$ cat config.mk
export PLATFORM = sky130hd
export DESIGN_NAME = ssi_top
export DESIGN_NICKNAME = d
export VERILOG_FILES = /design/src/verilog/ssi_pkg.sv /design/src/verilog/ssi_top.sv
export VERILOG_INCLUDE_DIRS = /design/src /design/src/verilog
export SDC_FILE = /design/constraint.sdc
export NUM_CORES = 1
export LEC_CHECK = 0
export ABC_AREA = 1
export BUFFER_PORTS_ARGS = -buffer_cell sky130_fd_sc_hd__buf_4
export CELL_PAD_IN_SITES_DETAIL_PLACEMENT = 0
export CELL_PAD_IN_SITES_GLOBAL_PLACEMENT = 1
export CORE_ASPECT_RATIO = 0.5
export CORE_UTILIZATION = 35
export DETAILED_ROUTE_END_ITERATION = 8
export PLACE_DENSITY_LB_ADDON = 0.1
export SLEW_MARGIN = 30
export SYNTH_ARGS = -nofsm -noshare
export SYNTH_HDL_FRONTEND = slang
export SYNTH_SLANG_ARGS = --single-unit
$ cat constraint.sdc
create_clock -name clk_i -period 4.15 [get_ports clk_i]
set_clock_uncertainty 0.2 [all_clocks]
set_input_delay 0.2075 -clock clk_i [delete_from_list [all_inputs] [get_ports clk_i]]
set_output_delay 0.2075 -clock clk_i [all_outputs]
set_load 0.1 [all_outputs]
$ cat src/verilog/ssi_cfg.svh
`ifndef SSI_CFG_SVH
`define SSI_CFG_SVH
// Behaviour
// (RULE1) Momentary status bits are read-only and show the live condition.
// (RULE2) Several conditions also keep a latched copy beside the live bit.
// (RULE3) A latched bit stays set until software writes 1 to it.
// (RULE4) A write-1 clear only works once the condition is gone; else it re-sets.
// (RULE5) A latched bit drives the interrupt only with its enable at 1.
// (RULE6) An enabled latched bit pulls the active-low interrupt pin; a lock bit here also needs the other lock enable.
// (RULE7) The interrupt pin releases once every enabled latched source is cleared.
// (RULE8) Both lock status bits read 1 when locked, 0 on loss; latched alike.
// (RULE9) Calibration status is momentary only, no latch and no enable.
// (RULE10) Reference bit reads 0 when lost, and in auto mode during selection.
// (RULE11) Holdover modes: reference bit 0 while holdover persists after loss/change.
// (RULE12) Lock pin is 1 only when both latched lock bits show locked.
// (RULE13) Lock-loss interrupts need both lock interrupt enables set.
// (RULE14) Power-on reset loads all defaults; clock outputs come up disabled.
// (RULE15) Force bit holds the VCXO control centred until cleared.
// (RULE16) Divider-sync write realigns all dividers and delays, then self-clears.
// (RULE17) Host writes pll_lock_restart and calibrate apart from the divider-sync write.
// (RULE18) Host follows the recommended bring-up order ending with output enable.
// (RULE19) Stage-one lock detection works only while the force bit is 0.
// (RULE20) With no validated input, clearing the latched reference bit does nothing.
// (RULE21) Writing 0 to latched bits changes nothing; momentary bits ignore writes.
// (RULE22) Interrupt pin low when any latched bit AND enable is true; a lock bit here also needs the other lock enable.
// (RULE23) Self-clearing command bits read 0 once their action is launched.

`define SSI_SRC_N 6
`define SSI_B_IN0 0
`define SSI_B_IN1 1
`define SSI_B_LK1 2
`define SSI_B_LK2 3
`define SSI_B_HOLD 4
`define SSI_B_REF 5

`define SSI_IE_RST 6'h00
`define SSI_FAULT_RST 6'h00
`define SSI_FORCE_RST 1'h1
`define SSI_OUTEN_RST 1'h0
`define SSI_SDO_RST 1'h0
`define SSI_LVL_RST 1'h0

`define SSI_CLK_NS 8
`define SSI_SYNC_NS 40
`define SSI_SYNC_CYC ((`SSI_SYNC_NS + `SSI_CLK_NS - 1) / `SSI_CLK_NS)
`endif

$ cat src/verilog/ssi_pkg.sv
package ssi_pkg;
    typedef enum logic [1:0] {
        SSI_MODE_MANUAL = 2'h0,
        SSI_MODE_AUTO = 2'h1,
        SSI_MODE_MAN_HOLD = 2'h2,
        SSI_MODE_AUTO_HOLD = 2'h3
    } ssi_mode_e;

    typedef enum logic [1:0] {
        SSI_SYNC_IDLE = 2'h0,
        SSI_SYNC_RUN = 2'h1,
        SSI_SYNC_DONE = 2'h3
    } ssi_sync_e;

    // bit order matches the source positions in the cfg header
    typedef struct packed {
        logic reference_valid;
        logic not_holdover;
        logic stage2_locked;
        logic stage1_locked;
        logic input1_active;
        logic input0_active;
    } ssi_src_s;

    typedef struct packed {
        logic vcxo_force_centre;
        logic serial_out_pin_mode;
        logic status_pin_level_sel;
        logic outputs_enable;
    } ssi_ctrl_s;

    typedef struct packed {
        logic div_sync_start;
        logic pll_lock_restart;
        logic vco_band_calibrate;
    } ssi_cmd_s;
endpackage

$ cat src/verilog/ssi_top.sv
`timescale 1ns/10ps
`include "ssi_cfg.svh"

module ssi_top #(
    parameter int SRC_N = `SSI_SRC_N
) (
    // clock and reset
    input wire logic clk_i,
    input wire logic rst_i,
    // monitored conditions
    input wire logic input0_active_i,
    input wire logic input1_active_i,
    input wire logic stage1_phase_ok_i,
    input wire logic stage2_locked_i,
    input wire logic holdover_i,
    input wire logic vco_cal_done_i,
    input wire logic selected_input_i,
    input wire logic ref_lost_i,
    input wire logic selecting_i,
    input wire logic manual_change_i,
    input wire ssi_pkg::ssi_mode_e ref_mode_i,
    // software writes
    input wire ssi_pkg::ssi_src_s sticky_clr_i,
    input wire logic irq_enable_wr_i,
    input wire ssi_pkg::ssi_src_s irq_enable_i,
    input wire logic ctrl_wr_i,
    input wire ssi_pkg::ssi_ctrl_s ctrl_i,
    input wire logic cmd_wr_i,
    input wire ssi_pkg::ssi_cmd_s cmd_i,
    // status readback
    output ssi_pkg::ssi_src_s now_o,
    output ssi_pkg::ssi_src_s sticky_o,
    output logic vco_cal_status_o,
    output logic selected_input_now_o,
    output ssi_pkg::ssi_src_s irq_enable_o,
    output ssi_pkg::ssi_ctrl_s ctrl_o,
    output ssi_pkg::ssi_cmd_s cmd_o,
    // device pins and actions
    output logic irq_out_n_o,
    output logic lock_o,
    output logic vcxo_tune_pin_centre_o,
    output logic div_sync_o,
    output logic pll_lock_restart_o,
    output logic vco_band_calibrate_o
);

////////////////////////////////////////////////////////////////////////////////

logic [SRC_N-1:0] live;
logic [SRC_N-1:0] cond;
logic [SRC_N-1:0] clr_eff;
logic [SRC_N-1:0] eff_en;
logic [SRC_N-1:0] fault_r;
logic [SRC_N-1:0] fault_nxt;
logic [SRC_N-1:0] now_r;
logic [SRC_N-1:0] now_nxt;
logic [SRC_N-1:0] ie_r;
logic [SRC_N-1:0] ie_nxt;
logic ref_ok;
logic any_input;
logic cal_r;
logic cal_nxt;
logic sel_r;
logic sel_nxt;
logic irq_n_r;
logic irq_n_nxt;
logic lock_r;
logic lock_nxt;
ssi_pkg::ssi_ctrl_s ctrl_r;
ssi_pkg::ssi_ctrl_s ctrl_nxt;

////////////////////////////////////////////////////////////////////////////////
// live conditions

always_comb begin
    unique case (ref_mode_i)
        ssi_pkg::SSI_MODE_MANUAL: ref_ok = !ref_lost_i; // see (RULE10)
        ssi_pkg::SSI_MODE_AUTO: ref_ok = !ref_lost_i && !selecting_i; // see (RULE10)
        ssi_pkg::SSI_MODE_MAN_HOLD: ref_ok = !(manual_change_i && holdover_i); // see (RULE11)
        ssi_pkg::SSI_MODE_AUTO_HOLD: ref_ok = !(ref_lost_i && holdover_i); // see (RULE11)
    endcase
end

always_comb begin
    live = '0;
    live[`SSI_B_IN0] = input0_active_i;
    live[`SSI_B_IN1] = input1_active_i;
    // detector idle while the tune voltage is forced
    live[`SSI_B_LK1] = stage1_phase_ok_i && !ctrl_r.vcxo_force_centre; // see (RULE19) (RULE8)
    live[`SSI_B_LK2] = stage2_locked_i; // see (RULE8)
    live[`SSI_B_HOLD] = !holdover_i;
    live[`SSI_B_REF] = ref_ok;
end

assign any_input = input0_active_i || input1_active_i;
assign cond = ~live;

always_comb begin
    clr_eff = sticky_clr_i;
    if (!any_input) begin
        clr_eff[`SSI_B_REF] = 1'h0; // see (RULE20)
    end
end

////////////////////////////////////////////////////////////////////////////////
// momentary copies, registered once

always_comb begin
    now_nxt = live; // see (RULE1)
    cal_nxt = !vco_cal_done_i; // see (RULE9)
    sel_nxt = selected_input_i;
end

always_ff @(posedge clk_i or posedge rst_i) begin
    if (rst_i) begin
        now_r <= '0;
        cal_r <= 1'h0;
        sel_r <= 1'h0;
    end else begin
        now_r <= now_nxt;
        cal_r <= cal_nxt;
        sel_r <= sel_nxt;
    end
end

////////////////////////////////////////////////////////////////////////////////
// latched faults: fault_r high means the sticky bit reads 0

genvar g;
generate
    for (g = 0; g < SRC_N; g++) begin : g_src
        always_comb begin
            // set wins over a same-cycle clear
            fault_nxt[g] = cond[g] || (fault_r[g] && !clr_eff[g]); // see (RULE2) (RULE3) (RULE4) (RULE21)
        end
    end
endgenerate

always_ff @(posedge clk_i or posedge rst_i) begin
    if (rst_i) begin
        fault_r <= `SSI_FAULT_RST;
    end else begin
        fault_r <= fault_nxt;
    end
end

////////////////////////////////////////////////////////////////////////////////
// enables, interrupt pin and lock pin

always_comb begin
    ie_nxt = ie_r;
    if (irq_enable_wr_i) begin
        ie_nxt = irq_enable_i;
    end
end

always_comb begin
    eff_en = ie_nxt;
    // lock sources only when both lock enables are set
    eff_en[`SSI_B_LK1] = ie_nxt[`SSI_B_LK1] && ie_nxt[`SSI_B_LK2]; // see (RULE13)
    eff_en[`SSI_B_LK2] = eff_en[`SSI_B_LK1]; // see (RULE13)
    irq_n_nxt = ~|(fault_nxt & eff_en); // see (RULE5) (RULE6) (RULE7) (RULE22)
    lock_nxt = !fault_nxt[`SSI_B_LK1] && !fault_nxt[`SSI_B_LK2]; // see (RULE12)
end

always_ff @(posedge clk_i or posedge rst_i) begin
    if (rst_i) begin
        ie_r <= `SSI_IE_RST;
        irq_n_r <= 1'h1;
        lock_r <= 1'h1;
    end else begin
        ie_r <= ie_nxt;
        irq_n_r <= irq_n_nxt;
        lock_r <= lock_nxt;
    end
end

////////////////////////////////////////////////////////////////////////////////
// control bits

always_comb begin
    ctrl_nxt = ctrl_r;
    if (ctrl_wr_i) begin
        ctrl_nxt = ctrl_i;
    end
end

always_ff @(posedge clk_i or posedge rst_i) begin
    if (rst_i) begin
        ctrl_r.vcxo_force_centre <= `SSI_FORCE_RST; // see (RULE14) (RULE15)
        ctrl_r.serial_out_pin_mode <= `SSI_SDO_RST;
        ctrl_r.status_pin_level_sel <= `SSI_LVL_RST;
        ctrl_r.outputs_enable <= `SSI_OUTEN_RST; // see (RULE14)
    end else begin
        ctrl_r <= ctrl_nxt;
    end
end

////////////////////////////////////////////////////////////////////////////////
// self-clearing commands and divider sync sequence

localparam logic [7:0] SYNC_CYC = 8'(`SSI_SYNC_CYC);

ssi_pkg::ssi_sync_e state_r;
ssi_pkg::ssi_sync_e state_nxt;
logic [7:0] cnt_r;
logic [7:0] cnt_nxt;
ssi_pkg::ssi_cmd_s cmd_r;
ssi_pkg::ssi_cmd_s cmd_nxt;
logic sync_r;
logic sync_nxt;
logic pll_lock_restart_r;
logic pll_lock_restart_nxt;
logic calib_r;
logic calib_nxt;

always_comb begin
    state_nxt = state_r;
    cnt_nxt = cnt_r;
    cmd_nxt = cmd_r;
    pll_lock_restart_nxt = cmd_r.pll_lock_restart;
    calib_nxt = cmd_r.vco_band_calibrate;
    cmd_nxt.pll_lock_restart = 1'h0; // see (RULE23)
    cmd_nxt.vco_band_calibrate = 1'h0; // see (RULE23)
    unique case (state_r)
        ssi_pkg::SSI_SYNC_IDLE: begin
            if (cmd_r.div_sync_start) begin
                state_nxt = ssi_pkg::SSI_SYNC_RUN; // see (RULE16)
                cnt_nxt = SYNC_CYC - 8'h01;
                cmd_nxt.div_sync_start = 1'h0; // see (RULE16) (RULE23)
            end
        end
        ssi_pkg::SSI_SYNC_RUN: begin
            if (cnt_r == 8'h00) begin
                state_nxt = ssi_pkg::SSI_SYNC_DONE;
            end else begin
                cnt_nxt = cnt_r - 8'h01;
            end
        end
        ssi_pkg::SSI_SYNC_DONE: state_nxt = ssi_pkg::SSI_SYNC_IDLE;
        default: state_nxt = ssi_pkg::SSI_SYNC_IDLE;
    endcase
    // a new write is kept pending; set wins over self-clear
    if (cmd_wr_i) begin
        cmd_nxt = cmd_nxt | cmd_i;
    end
    sync_nxt = state_nxt == ssi_pkg::SSI_SYNC_RUN;
end

always_ff @(posedge clk_i or posedge rst_i) begin
    if (rst_i) begin
        state_r <= ssi_pkg::SSI_SYNC_IDLE;
        cnt_r <= 8'h00;
        cmd_r <= '0;
        sync_r <= 1'h0;
        pll_lock_restart_r <= 1'h0;
        calib_r <= 1'h0;
    end else begin
        state_r <= state_nxt;
        cnt_r <= cnt_nxt;
        cmd_r <= cmd_nxt;
        sync_r <= sync_nxt;
        pll_lock_restart_r <= pll_lock_restart_nxt;
        calib_r <= calib_nxt;
    end
end

////////////////////////////////////////////////////////////////////////////////
// outputs

assign now_o = ssi_pkg::ssi_src_s'(now_r);
assign sticky_o = ssi_pkg::ssi_src_s'(~fault_r); // see (RULE8)
assign vco_cal_status_o = cal_r;
assign selected_input_now_o = sel_r;
assign irq_enable_o = ssi_pkg::ssi_src_s'(ie_r);
assign ctrl_o = ctrl_r;
assign cmd_o = cmd_r;
assign irq_out_n_o = irq_n_r;
assign lock_o = lock_r;
assign vcxo_tune_pin_centre_o = ctrl_r.vcxo_force_centre; // see (RULE15)
assign div_sync_o = sync_r;
assign pll_lock_restart_o = pll_lock_restart_r;
assign vco_band_calibrate_o = calib_r;
endmodule

==> metrics.cfg, run 1 <==
[synthesis]
ys_seq_area_frac=0.590
ys_top_cells_by_area=dfrtp_1 (55%), nand2_1 (9.9%), inv_1 (9.0%), o21ai_0 (4.5%), dfstp_2 (4.4%)
syn-num-nets=235
mappedNetlistArea_um2=1790
ys_ff_latch=42
yosysWarnings=0
synth_top_cell_area_share=0.546
netlist-cell-type-count=20
synth_cells=197
syn_area_per_cell_um2=9.08
yosys.area.top_type=dfrtp_1

[timing]
finalSetupTns_ns=0
slew_headroom=0.651
rsz0062_at_grt=no
fin_crit_ns=1.59
max_freq_mhz=627
maxSlewViolCount=0
hold_slack_ns=0.0157
fin_crit_sh=0.384
setup_viol=0
worstMarginPinSlew_ns=0.523
hold_violations=0

[cts]
cts.sinks=42
clk_pin_slew_ns=0.09
cts_resized=0
htree_levels=2
clk_latency_ns=0.29
cts_tree=done
cts_buffers=5
clockBufferDepth=2
cts_root_buf=clkbuf_8

[power_and_ir_drop]
p_int_mw=0.903
p_comb_frac=0.394
p_leak_nw=1.46
seqPwrFrac=0.354
clock_power_share=0.252
peakVddDrop_mv=0.271
powerDensity_nw_per_um2=550
swShare=0.403
switching_power_mw=0.609

[detailed_routing]
wl_per_cell_um=10.8
vias=1488
routed_wl_um=3900
drc_errors=0
drtIter0Drc=26
drtPass1Iterations=4
viasPerCell=4.12
drtAntennaViolNets=0

[floorplanning]
core_area_um2=4640
die_h_um=52.5
dieArea_um2=5420
initial_core_util=0.386
io_pins=69
die_w_um=103
num_rows=17

[critical_path]
crit_family=buffers and inverters
r2r_end=cnt_r[5]
worstPathRequired_ns=4.18
endpoint_kind=flip-flop
worst_setup_path_start_kind=input pin
crit_start=ctrl_wr_i
cpMostUsedCell=dlygate4sd3_1
critPathMaxStageDelay_ns=0.57
reg2reg_depth=10
crit_fanout=5
reg2reg_from=cnt_r[0]
slowest_stage=dlygate4sd3_1
worst-setup-path-type=input pin to flip-flop
cp.arrival_ns=1.63
cp_num_buf_inv=3
path_cells=dlygate4sd3_1, buf_4, o21ai_0, dlygate4sd3_1
reg2reg_slack_ns=2.56

[hold_path]
whs_endpoint=irq_enable_o[3]
min-delay-path-class=input pin to flip-flop
hold_start=irq_enable_i[3]
min_path_cells=5

[global_routing]
grtUsageTotal=0.155
overflow=0
grt_max_degree=43
grt_pass1_wl_um=6140
grt_pass1_vias=1390
antenna_found_initial=0

[place]
place.gp.congestion=0.810
dp_hpwl_um=2720
port_buffers=68

[outcome]
status=complete, no violations

[finish]
final_nets=332
diodes=0
multi_input_area_um2=533
regArea_um2=1050
area_growth_pct=53.7
num-fill-cells=427
drive_gt1_frac=0.312

[flow_run]
drv_cap=0

-- area by class of cell --
type / instances / share of cell area
clock inverters: 3 / 0.0250
multi-input cells: 107 / 0.194
flip-flops and latches: 42 / 0.384
repair buffers: 94 / 0.279
clock buffers: 5 / 0.0250
well taps: 66 / 0.0300
inverters: 44 / 0.0628
-- state kept, by name, summed over array words and instances, names as in the netlist, 2 cells and up --
register / count
cnt_r: 8
fault_r: 6
irq_enable_o: 6
now_o: 6
ctrl_o: 3
state_r: 2
-- cell usage in the layout, fill, tap and decap left out --
master         count
nor2_4             2
clkinv_4           1
o21ai_0           16
o21ai_2            3
dfstp_2            3
bufinv_16          2
clkbuf_8           5
inv_1             43
ha_1               2
nand3_1           11
nand2_2            1
mux2_2             4
nor2_2             1
o21a_1             1
dlygate4sd3_1     25
and2_1             1
nand4_1            2
nand2_1           47
buf_4             69
nor2_1            15
inv_8              1
dfrtp_1           39
o21bai_1           1
-- logic make-up (layout without fill, tap and decap cells) --
kind of cell,after synthesis,after routing,synth area share
AO/OA/AOI/OAI,21,21,0.0679
multiplexers,4,4,0.0252
buffers and inverters,48,146,0.112
flip-flops,42,42,0.590
AND/OR/NAND/NOR,80,80,0.191
adder cells (fa/ha/maj),2,2,0.0140
-- synth_stat cells (all sizes together) --
master,n
mux2,4
nand3,11
nand4,2
and2,1
o21bai,1
nand2,48
ha,2
dfstp,3
dfrtp,39
o21a,1
o21ai,19
buf,4
nor2,18
inv,44
-- metrics by stage --
stage / power (mW) / worst slack [ns] / util / cell area (um^2) / instances
after global routing: 1.61 / 2.40 / 0.593 / 2750 / 361
after CTS: 1.53 / 2.55 / 0.593 / 2750 / 361
after floorplan: 0.988 / 2.14 / - / 1790 / 197
after detailed placement: 1.12 / 2.58 / 0.509 / 2360 / 328
final: 1.51 / 2.56 / 0.593 / 2750 / 361
after global placement: 1.11 / 2.61 / 0.509 / 2360 / 328
-- repair_timing --
action,in CTS,in global routing
setup buffers,0,0
hold endpoints to repair,60,0
hold buffers,25,0
endpoints found under the setup margin,0,0
-- routing by layer --
layer	track usage	up-vias	share of wire
li1	-	781	-
met1	0.190	663	0.46
met2	0.260	40	0.47
met3	0.0507	4	0.060
met4	0.0493	0	0.0092
met5	0	-	0
-- power by group through the flow --
stage | Sequential [mW] | Combinational (mW) | Clock, mW
finish | 0.535 | 0.595 | 0.382
global route | 0.544 | 0.657 | 0.411
CTS | 0.535 | 0.601 | 0.395
detailed placement | 0.543 | 0.581 | 0
global placement | 0.540 | 0.573 | 0
floorplan | 0.695 | 0.293 | 0
-- how the worst max path moves through the flow --
stage                                         to  cells after the start
final                     vcxo_tune_pin_centre_o                      4
after global routing                    cnt_r[4]                     10
after CTS                               cnt_r[5]                     10
after detailed placement                cnt_r[5]                     10
after global placement                  cnt_r[3]                     10
after floorplan                         cnt_r[3]                      5
-- worst register-to-register path: cells and delay by family (launching register included) --
kind,cells,cell delay [ns]
DFF,1,0.33
adders and majority gates,1,0.21
buffers and inverters,3,0.19
AOI/OAI and AO/OA,1,0.05
and+or+nand+nor,5,0.51
Power figures use the tool's default switching activity.
==> run 2, diff against run 1 <==
ABC_AREA = 0   (was 1)
clock period = 1.7 ns   (was 4.15 ns; I/O delays follow)
==> run 2 against run 1 <==
Against the previous run: the run now ends with negative setup slack left; worst setup slack worse by 2.7 ns; worst hold slack better by 0.0054 ns; final cell count is 11% lower; highest routed layer unchanged; largest cell class is now buffers; critical path type is now flip-flop to flip-flop; register-to-register slack worse by 2.7 ns; global-route usage increased by 1.5 points; sequential power rose by 140%.
==> metrics.cfg, run 2 <==
[outcome]
status=finished with violations  ; was complete, no violations
violations=negative setup slack

[global_routing]
antenna_found_initial=0  ; unchanged
grt_util_met1=0.218  ; was 0.190
use_met3=0.0529  ; was 0.0507
overflow=0  ; unchanged
gr-usage-met2=0.275  ; was 0.260
grt_pass1_wl_um=6420  ; was 6140 um
grt_max_degree=28  ; was 43
grt_pass1_vias=1411  ; was 1,390
busiest_layer=met2  ; unchanged
grtUsageTotal=0.170  ; was 0.155

[critical_path]
cp.arrival_ns=1.86  ; was 1.63 ns
cp_num_buf_inv=1  ; was 3
slowest_stage=or4_4  ; was dlygate4sd3_1
path_depth=5  ; was 4
crit_family=simple AND/OR/NAND/NOR gates  ; was buffers and inverters
critPathMaxStageDelay_ns=0.58  ; was 0.57 ns
worstPathRequired_ns=1.72  ; was 4.18 ns
endpoint_kind=flip-flop  ; unchanged
crit_fanout=6  ; was 5
path_cells=or4_4, o211ai_1, buf_4, nor2_2, o21ai_1  ; was dlygate4sd3_1, buf_4, o21ai_0, dlygate4sd3_1
worst_setup_path_start_kind=flip-flop  ; was input pin
reg2reg_depth=5  ; was 10
worst-setup-path-type=flip-flop to flip-flop  ; was input pin to flip-flop

[finish]
num-fill-cells=357  ; was 427
mostFrequentLayoutCells=buf_4 (85), dlygate4sd3_1 (43), dfrtp_1 (33)  ; was buf_4 (69), nand2_1 (47), inv_1 (43)
final_common_cell=buf_4  ; unchanged
largest_reg_flops=8  ; unchanged
drive_gt1_frac=0.487  ; was 0.312
regMostFlops=cnt_r  ; unchanged
final_nets=302  ; was 332
diodes=0  ; unchanged
area_growth_pct=80.7  ; was 53.7%

[cts]
cts.sinks=42  ; unchanged
clk_pin_slew_ns=0.08  ; was 0.09 ns
clk_latency_ns=0.29  ; about the same
htree_levels=2  ; unchanged
cts_tree=done  ; unchanged
clockBufferDepth=2  ; unchanged
cts_buffers=5  ; unchanged
cts_root_buf=clkbuf_8  ; unchanged

[timing]
layout_setup_ws_ns=-0.135  ; was 2.56 ns
maxSlewViolCount=0  ; unchanged
rsz0062_at_grt=yes  ; was no
hold_violations=0  ; unchanged
hold_slack_ns=0.0211  ; was 0.0157 ns
max_freq_mhz=545
finalSetupTns_ns=-0.341  ; was 0 ns
slew_headroom=0.763  ; was 0.651
fin_crit_ns=1.84
fin_crit_sh=1.08
setup_viol=4  ; was 0
worstMarginPinSlew_ns=0.352  ; was 0.523 ns

[synthesis]
synth_top_cell_area_share=0.592  ; was 0.546
synth_cells=134  ; was 197
mappedNetlistArea_um2=1650  ; was 1790 um^2
syn_area_per_cell_um2=12.3  ; was 9.08 um^2
yosysMostFrequentCell=dfrtp_1  ; was nand2_1
netlist-cell-type-count=33  ; was 20
ys_ff_latch=42  ; unchanged
synth_commonest_cells=dfrtp_1 (39), inv_1 (12), mux2_2 (10), o21ai_0 (10), nand2_1 (8)  ; was nand2_1 (47), inv_1 (43), dfrtp_1 (39)
async_flop_share=1.00  ; unchanged
syn-num-nets=172  ; was 235
synth_edf_count=0  ; unchanged
ys_seq_area_frac=0.640  ; was 0.590
ys.flop_type=dfrtp_1  ; unchanged
yosysWarnings=0  ; unchanged
yosys.area.top_type=dfrtp_1  ; unchanged
ys_top_cells_by_area=dfrtp_1 (59%), mux2_2 (6.8%), dfstp_2 (4.8%), o21ai_0 (3.0%), inv_1 (2.7%)  ; was dfrtp_1 (55%), nand2_1 (9.9%), inv_1 (9.0%), o21ai_0 (4.5%), dfstp_2 (4.4%)

[detailed_routing]
drc_errors=0  ; unchanged
wl_per_cell_um=12.6  ; was 10.8 um
drtAntennaViolNets=0  ; unchanged
drtPass1Iterations=4  ; unchanged
routed_wl_um=4060  ; was 3900 um
vias=1434  ; was 1,488
drtIter0Drc=20  ; was 26
viasPerCell=4.45  ; was 4.12

[hold_path]
min-delay-path-class=input pin to flip-flop  ; unchanged
min_path_cells=4  ; was 5

[floorplanning]
num_rows=17  ; unchanged
die_w_um=99.1  ; was 103 um
dieArea_um2=5010  ; was 5420 um^2
io_pins=69  ; unchanged
die_h_um=50.5  ; was 52.5 um
initial_core_util=0.369  ; was 0.386
core_area_um2=4470  ; was 4640 um^2

[power_and_ir_drop]
powerDensity_nw_per_um2=1310  ; was 550 nW/um^2
p_leak_nw=1.37  ; was 1.46 nW
peakVddDrop_mv=0.748  ; was 0.271 mV

[place]
place.gp.congestion=0.759  ; was 0.810
port_buffers=68  ; unchanged
dp_hpwl_um=2660  ; was 2720 um

[flow_run]
drv_cap=0  ; unchanged

==> run 2: changes by cell type after synthesis, sizes merged, moves of 4 or more <==
cell | before | now
nand2b | 0 | 4
nor2 | 18 | 6
nand2 | 48 | 8
inv | 44 | 12
mux2 | 4 | 10
nand3 | 11 | 1
o21ai | 19 | 11
==> run 2: timing repair <==
action / CTS / global route
setup endpoints to repair: 8 / 8
buffers inserted: 0 / 3
pin swaps: 2 / 6
endpoints found under the hold margin: 71 / 2
cloned: 0 / 0
resized for setup: 3 / 11
hold buffers: 43 / 1
==> run 2: final cells by class <==
cell class | instances | area, um^2 | share of cell area
Multi-Input combinational cell | 74 | 563 | 0.189
Clock inverter | 3 | 68.8 | 0.0231
Sequential cell | 42 | 1070 | 0.358
Clock buffer | 5 | 68.8 | 0.0231
Tap cell | 57 | 71.3 | 0.0239
Inverter | 12 | 60.1 | 0.0202
Timing Repair Buffer | 129 | 1080 | 0.362
==> run 2: stage by stage <==
step | utilization | worst slack, ns | power, mW | cell area (um^2) | cells
after floorplan | - | -0.132 | 2.25 | 1680 | 134
after global placement | 0.524 | -0.170 | 2.70 | 2340 | 268
after detailed placement | 0.524 | -0.200 | 2.72 | 2340 | 268
after CTS | 0.653 | -0.119 | 3.78 | 2920 | 319
after global routing | 0.667 | -0.209 | 4.11 | 2980 | 322
final | 0.667 | -0.135 | 3.89 | 2980 | 322
==> run 2: layer usage <==
metal | vias to the layer above | wire [um]
met3 | 7 | 226
met1 | 669 | 1860
li1 | 715 | -
met2 | 43 | 1910
met4 | 0 | 54
met5 | - | 0
==> run 2: kinds of logic (layout without fill, tap and decap cells) <==
kind of cell,after synthesis,in the layout,share of synthesized area
AO/OA/AOI/OAI,25,25,0.0986
buffers and inverters,18,149,0.0493
AND/OR/NAND/NOR,34,34,0.113
XOR/XNOR,3,3,0.0159
adder cells (fa/ha/maj),2,2,0.0152
flip-flops,42,42,0.640
multiplexers,10,10,0.0683
==> run 2: path summary, 6_finish.rpt <==
kind,from,to,slack (ns)
min reg2reg,pll_lock_restart_nxt,pll_lock_restart_o,0.18
max,cnt_r[5],cnt_r[6],-0.14
max in group asynchronous,rst_i,irq_enable_o[1],0.78
min,ref_mode_i[0],fault_r[5],0.02
max reg2reg,cnt_r[5],cnt_r[6],-0.14
min in group asynchronous,rst_i,ctrl_o[1],0.17
==> run 2: worst register-to-register path, delay by kind of cell (launching register included) <==
family | cells | cell delay (ns)
simple gates | 2 | 0.61
compound gates | 2 | 0.40
buf+inv | 1 | 0.17
flops | 1 | 0.39
==> run 2: power by group <==
| group | internal, mW | switching [mW] |
|---|---|---|
| clock network | 0.588 | 0.349 |
| logic | 0.664 | 1.01 |
| registers | 1.18 | 0.0942 |
==> run 3, diff against run 2 <==
CORE_MARGIN = 5   (was not set)
==> run 3 against run 2 <==
Against the previous run: the run still ends with negative setup slack left; clock power decreased by 21%; sequential cell count unchanged; sequential share of layout area increased by 0.25 points; non-clock buffer count unchanged; worst setup slack improved by 0.038 ns; global-route usage decreased by 2.1 points; fmax increased by 2.1%; combinational power about the same; register-to-register slack improved by 0.04 ns; final cell count unchanged; via count increased by 0.98%.
==> metrics.cfg, run 3 (same netlist as run 2, synthesis figures left out) <==
[detailed_routing]
drc_errors=0  ; unchanged
drtAntennaViolNets=0  ; unchanged
drtIter0Drc=27  ; was 20
vias=1448  ; was 1,434
wl_per_cell_um=13.6  ; was 12.6 um
routed_wl_um=4370  ; was 4060 um
drtPass1Iterations=4  ; unchanged
viasPerCell=4.50  ; was 4.45

[cts]
cts_tree=done  ; unchanged
clockBufferDepth=2  ; unchanged
cts_root_buf=clkbuf_8  ; unchanged
htree_levels=2  ; unchanged
cts.sinks=42  ; unchanged
clk_latency_ns=0.29  ; about the same
clk_pin_slew_ns=0.07  ; was 0.08 ns
cts_buffers=5  ; unchanged

[global_routing]
antenna_found_initial=0  ; unchanged
grt_pass1_wl_um=7160  ; was 6420 um
grtUsageTotal=0.149  ; was 0.170
grt_max_degree=28  ; unchanged
grt_pass1_vias=1517  ; was 1,411
overflow=0  ; unchanged

[critical_path]
reg2reg_slack_ns=-0.1  ; was -0.14 ns
worstPathRequired_ns=1.68  ; was 1.72 ns
reg2reg_from=cnt_r[5]  ; unchanged
endpoint_kind=flip-flop  ; unchanged
cp.arrival_ns=1.77  ; was 1.86 ns
r2r_end=cnt_r[2]  ; was cnt_r[6]
worst_setup_path_start_kind=flip-flop  ; unchanged
crit_fanout=6  ; unchanged
worst-setup-path-type=flip-flop to flip-flop  ; unchanged
reg2reg_depth=4  ; was 5

[timing]
slew_headroom=0.727  ; was 0.763
fin_crit_ns=1.80  ; was 1.84 ns
maxSlewViolCount=0  ; unchanged
hold_violations=0  ; unchanged
rsz0062_at_grt=yes  ; unchanged
setup_viol=3  ; was 4
worstMarginPinSlew_ns=0.405  ; was 0.352 ns
layout_setup_ws_ns=-0.0974  ; was -0.135 ns
hold_slack_ns=0.0321  ; was 0.0211 ns
fin_crit_sh=1.06  ; was 1.08
max_freq_mhz=556  ; was 545 MHz

[finish]
mostFrequentLayoutCells=buf_4 (85), dlygate4sd3_1 (43), dfrtp_1 (32)  ; was buf_4 (85), dlygate4sd3_1 (43), dfrtp_1 (33)
num-fill-cells=361  ; was 357
largest_reg_flops=8  ; unchanged
regMostFlops=cnt_r  ; unchanged
multi_input_area_um2=572  ; was 563 um^2
drive_gt1_frac=0.483  ; was 0.487
regArea_um2=1070  ; about the same
area_growth_pct=79.6  ; was 80.7%
final_nets=302  ; unchanged
diodes=0  ; unchanged
final_common_cell=buf_4  ; unchanged

[place]
dp_slack_ns=-0.167  ; was -0.200 ns
place.gp.congestion=0.792  ; was 0.759
dp_hpwl_um=2960  ; was 2660 um
port_buffers=68  ; unchanged

[floorplanning]
initial_core_util=0.369  ; unchanged
dieArea_um2=6270  ; was 5010 um^2
core_area_um2=4470  ; unchanged
io_pins=69  ; unchanged
num_rows=17  ; unchanged
die_h_um=58.5  ; was 50.5 um
die_w_um=107  ; was 99.1 um

[hold_path]
whs_endpoint=fault_r[5]  ; unchanged
hold_start=ref_mode_i[0]  ; unchanged
min_path_cells=4  ; unchanged
min-delay-path-class=input pin to flip-flop  ; unchanged

[outcome]
violations=negative setup slack  ; unchanged
status=finished with violations  ; unchanged

[power_and_ir_drop]
powerDensity_nw_per_um2=1250  ; was 1310 nW/um^2
p_comb_frac=0.456  ; was 0.431
clock_power_share=0.199  ; was 0.241
seqPwrFrac=0.345  ; was 0.328
p_leak_nw=1.36  ; was 1.37 nW
switching_power_mw=1.43  ; was 1.46 mW
swShare=0.385  ; was 0.374
p_int_mw=2.28  ; was 2.43 mW
peakVddDrop_mv=0.887  ; was 0.748 mV

[flow_run]
drv_cap=0  ; unchanged

==> run 3: cell types whose count changed in the layout (fill, tap and decap cells not counted), sizes merged <==
| cell | before | now |
|---|---|---|
| bufinv | 2 | 0 |
| clkbuf | 5 | 8 |
| clkinv | 1 | 0 |
==> run 3: area by class of cell <==
class | count | share of cell area
Timing Repair Buffer | 129 | 0.365
Sequential cell | 42 | 0.361
Multi-Input combinational cell | 74 | 0.193
Clock buffer | 8 | 0.0372
Tap cell | 57 | 0.0241
Inverter | 12 | 0.0203
==> run 3: power by group through the flow <==
stage	logic [mW]	registers [mW]	clock network, mW
after floorplan	0.528	1.73	0
final	1.69	1.28	0.739
after global routing	1.83	1.30	0.810
after global placement	1.45	1.28	0
after CTS	1.59	1.27	0.776
after detailed placement	1.45	1.28	0
==> run 3: metal layers <==
layer | GRT usage | vias to the layer above | wire length, um
li1 | - | 718 | -
met1 | 0.176 | 678 | 1900
met2 | 0.259 | 42 | 2090
met3 | 0.0504 | 10 | 312
met4 | 0.0492 | 0 | 60
met5 | 0 | - | 0
==> run 3: worst max-delay path, cell delays in order, from the launching register on <==
cell      delay [ns]
dfrtp_1         0.38
or4_4           0.58
o211ai_1        0.29
xor2_1          0.17
nand2b_1        0.07
==> run 3: timing repair <==
item | CTS | global route
pin swaps | 2 | 6
hold buffers | 43 | 1
setup endpoints to repair | 7 | 10
setup buffers | 1 | 1
gates resized for setup | 4 | 10
endpoints found under the hold margin | 71 | 2
==> run 3: stage by stage <==
step                      total power, mW  setup TNS, ns  area [um^2]  utilization  instances
final                                3.71         -0.183         2960        0.663        322
after global routing                 3.94         -0.722         2960        0.663        322
after CTS                            3.64         -0.405         2900        0.650        321
after detailed placement             2.74         -0.574         2350        0.525        269
after global placement               2.73         -0.327         2350        0.525        269
after floorplan                      2.25         -0.456         1680            -        134
==> run 3: worst max path at each step <==
stage / start / end / slack, ns / depth (start not counted)
finish: cnt_r[5] / cnt_r[2] / -0.1 / 4
global route: cnt_r[5] / cnt_r[2] / -0.20 / 4
CTS: cnt_r[4] / cnt_r[2] / -0.12 / 4
detailed placement: cnt_r[4] / cnt_r[2] / -0.17 / 4
global placement: cnt_r[4] / cnt_r[6] / -0.12 / 3
floorplan: cnt_r[4] / cnt_r[6] / -0.13 / 4
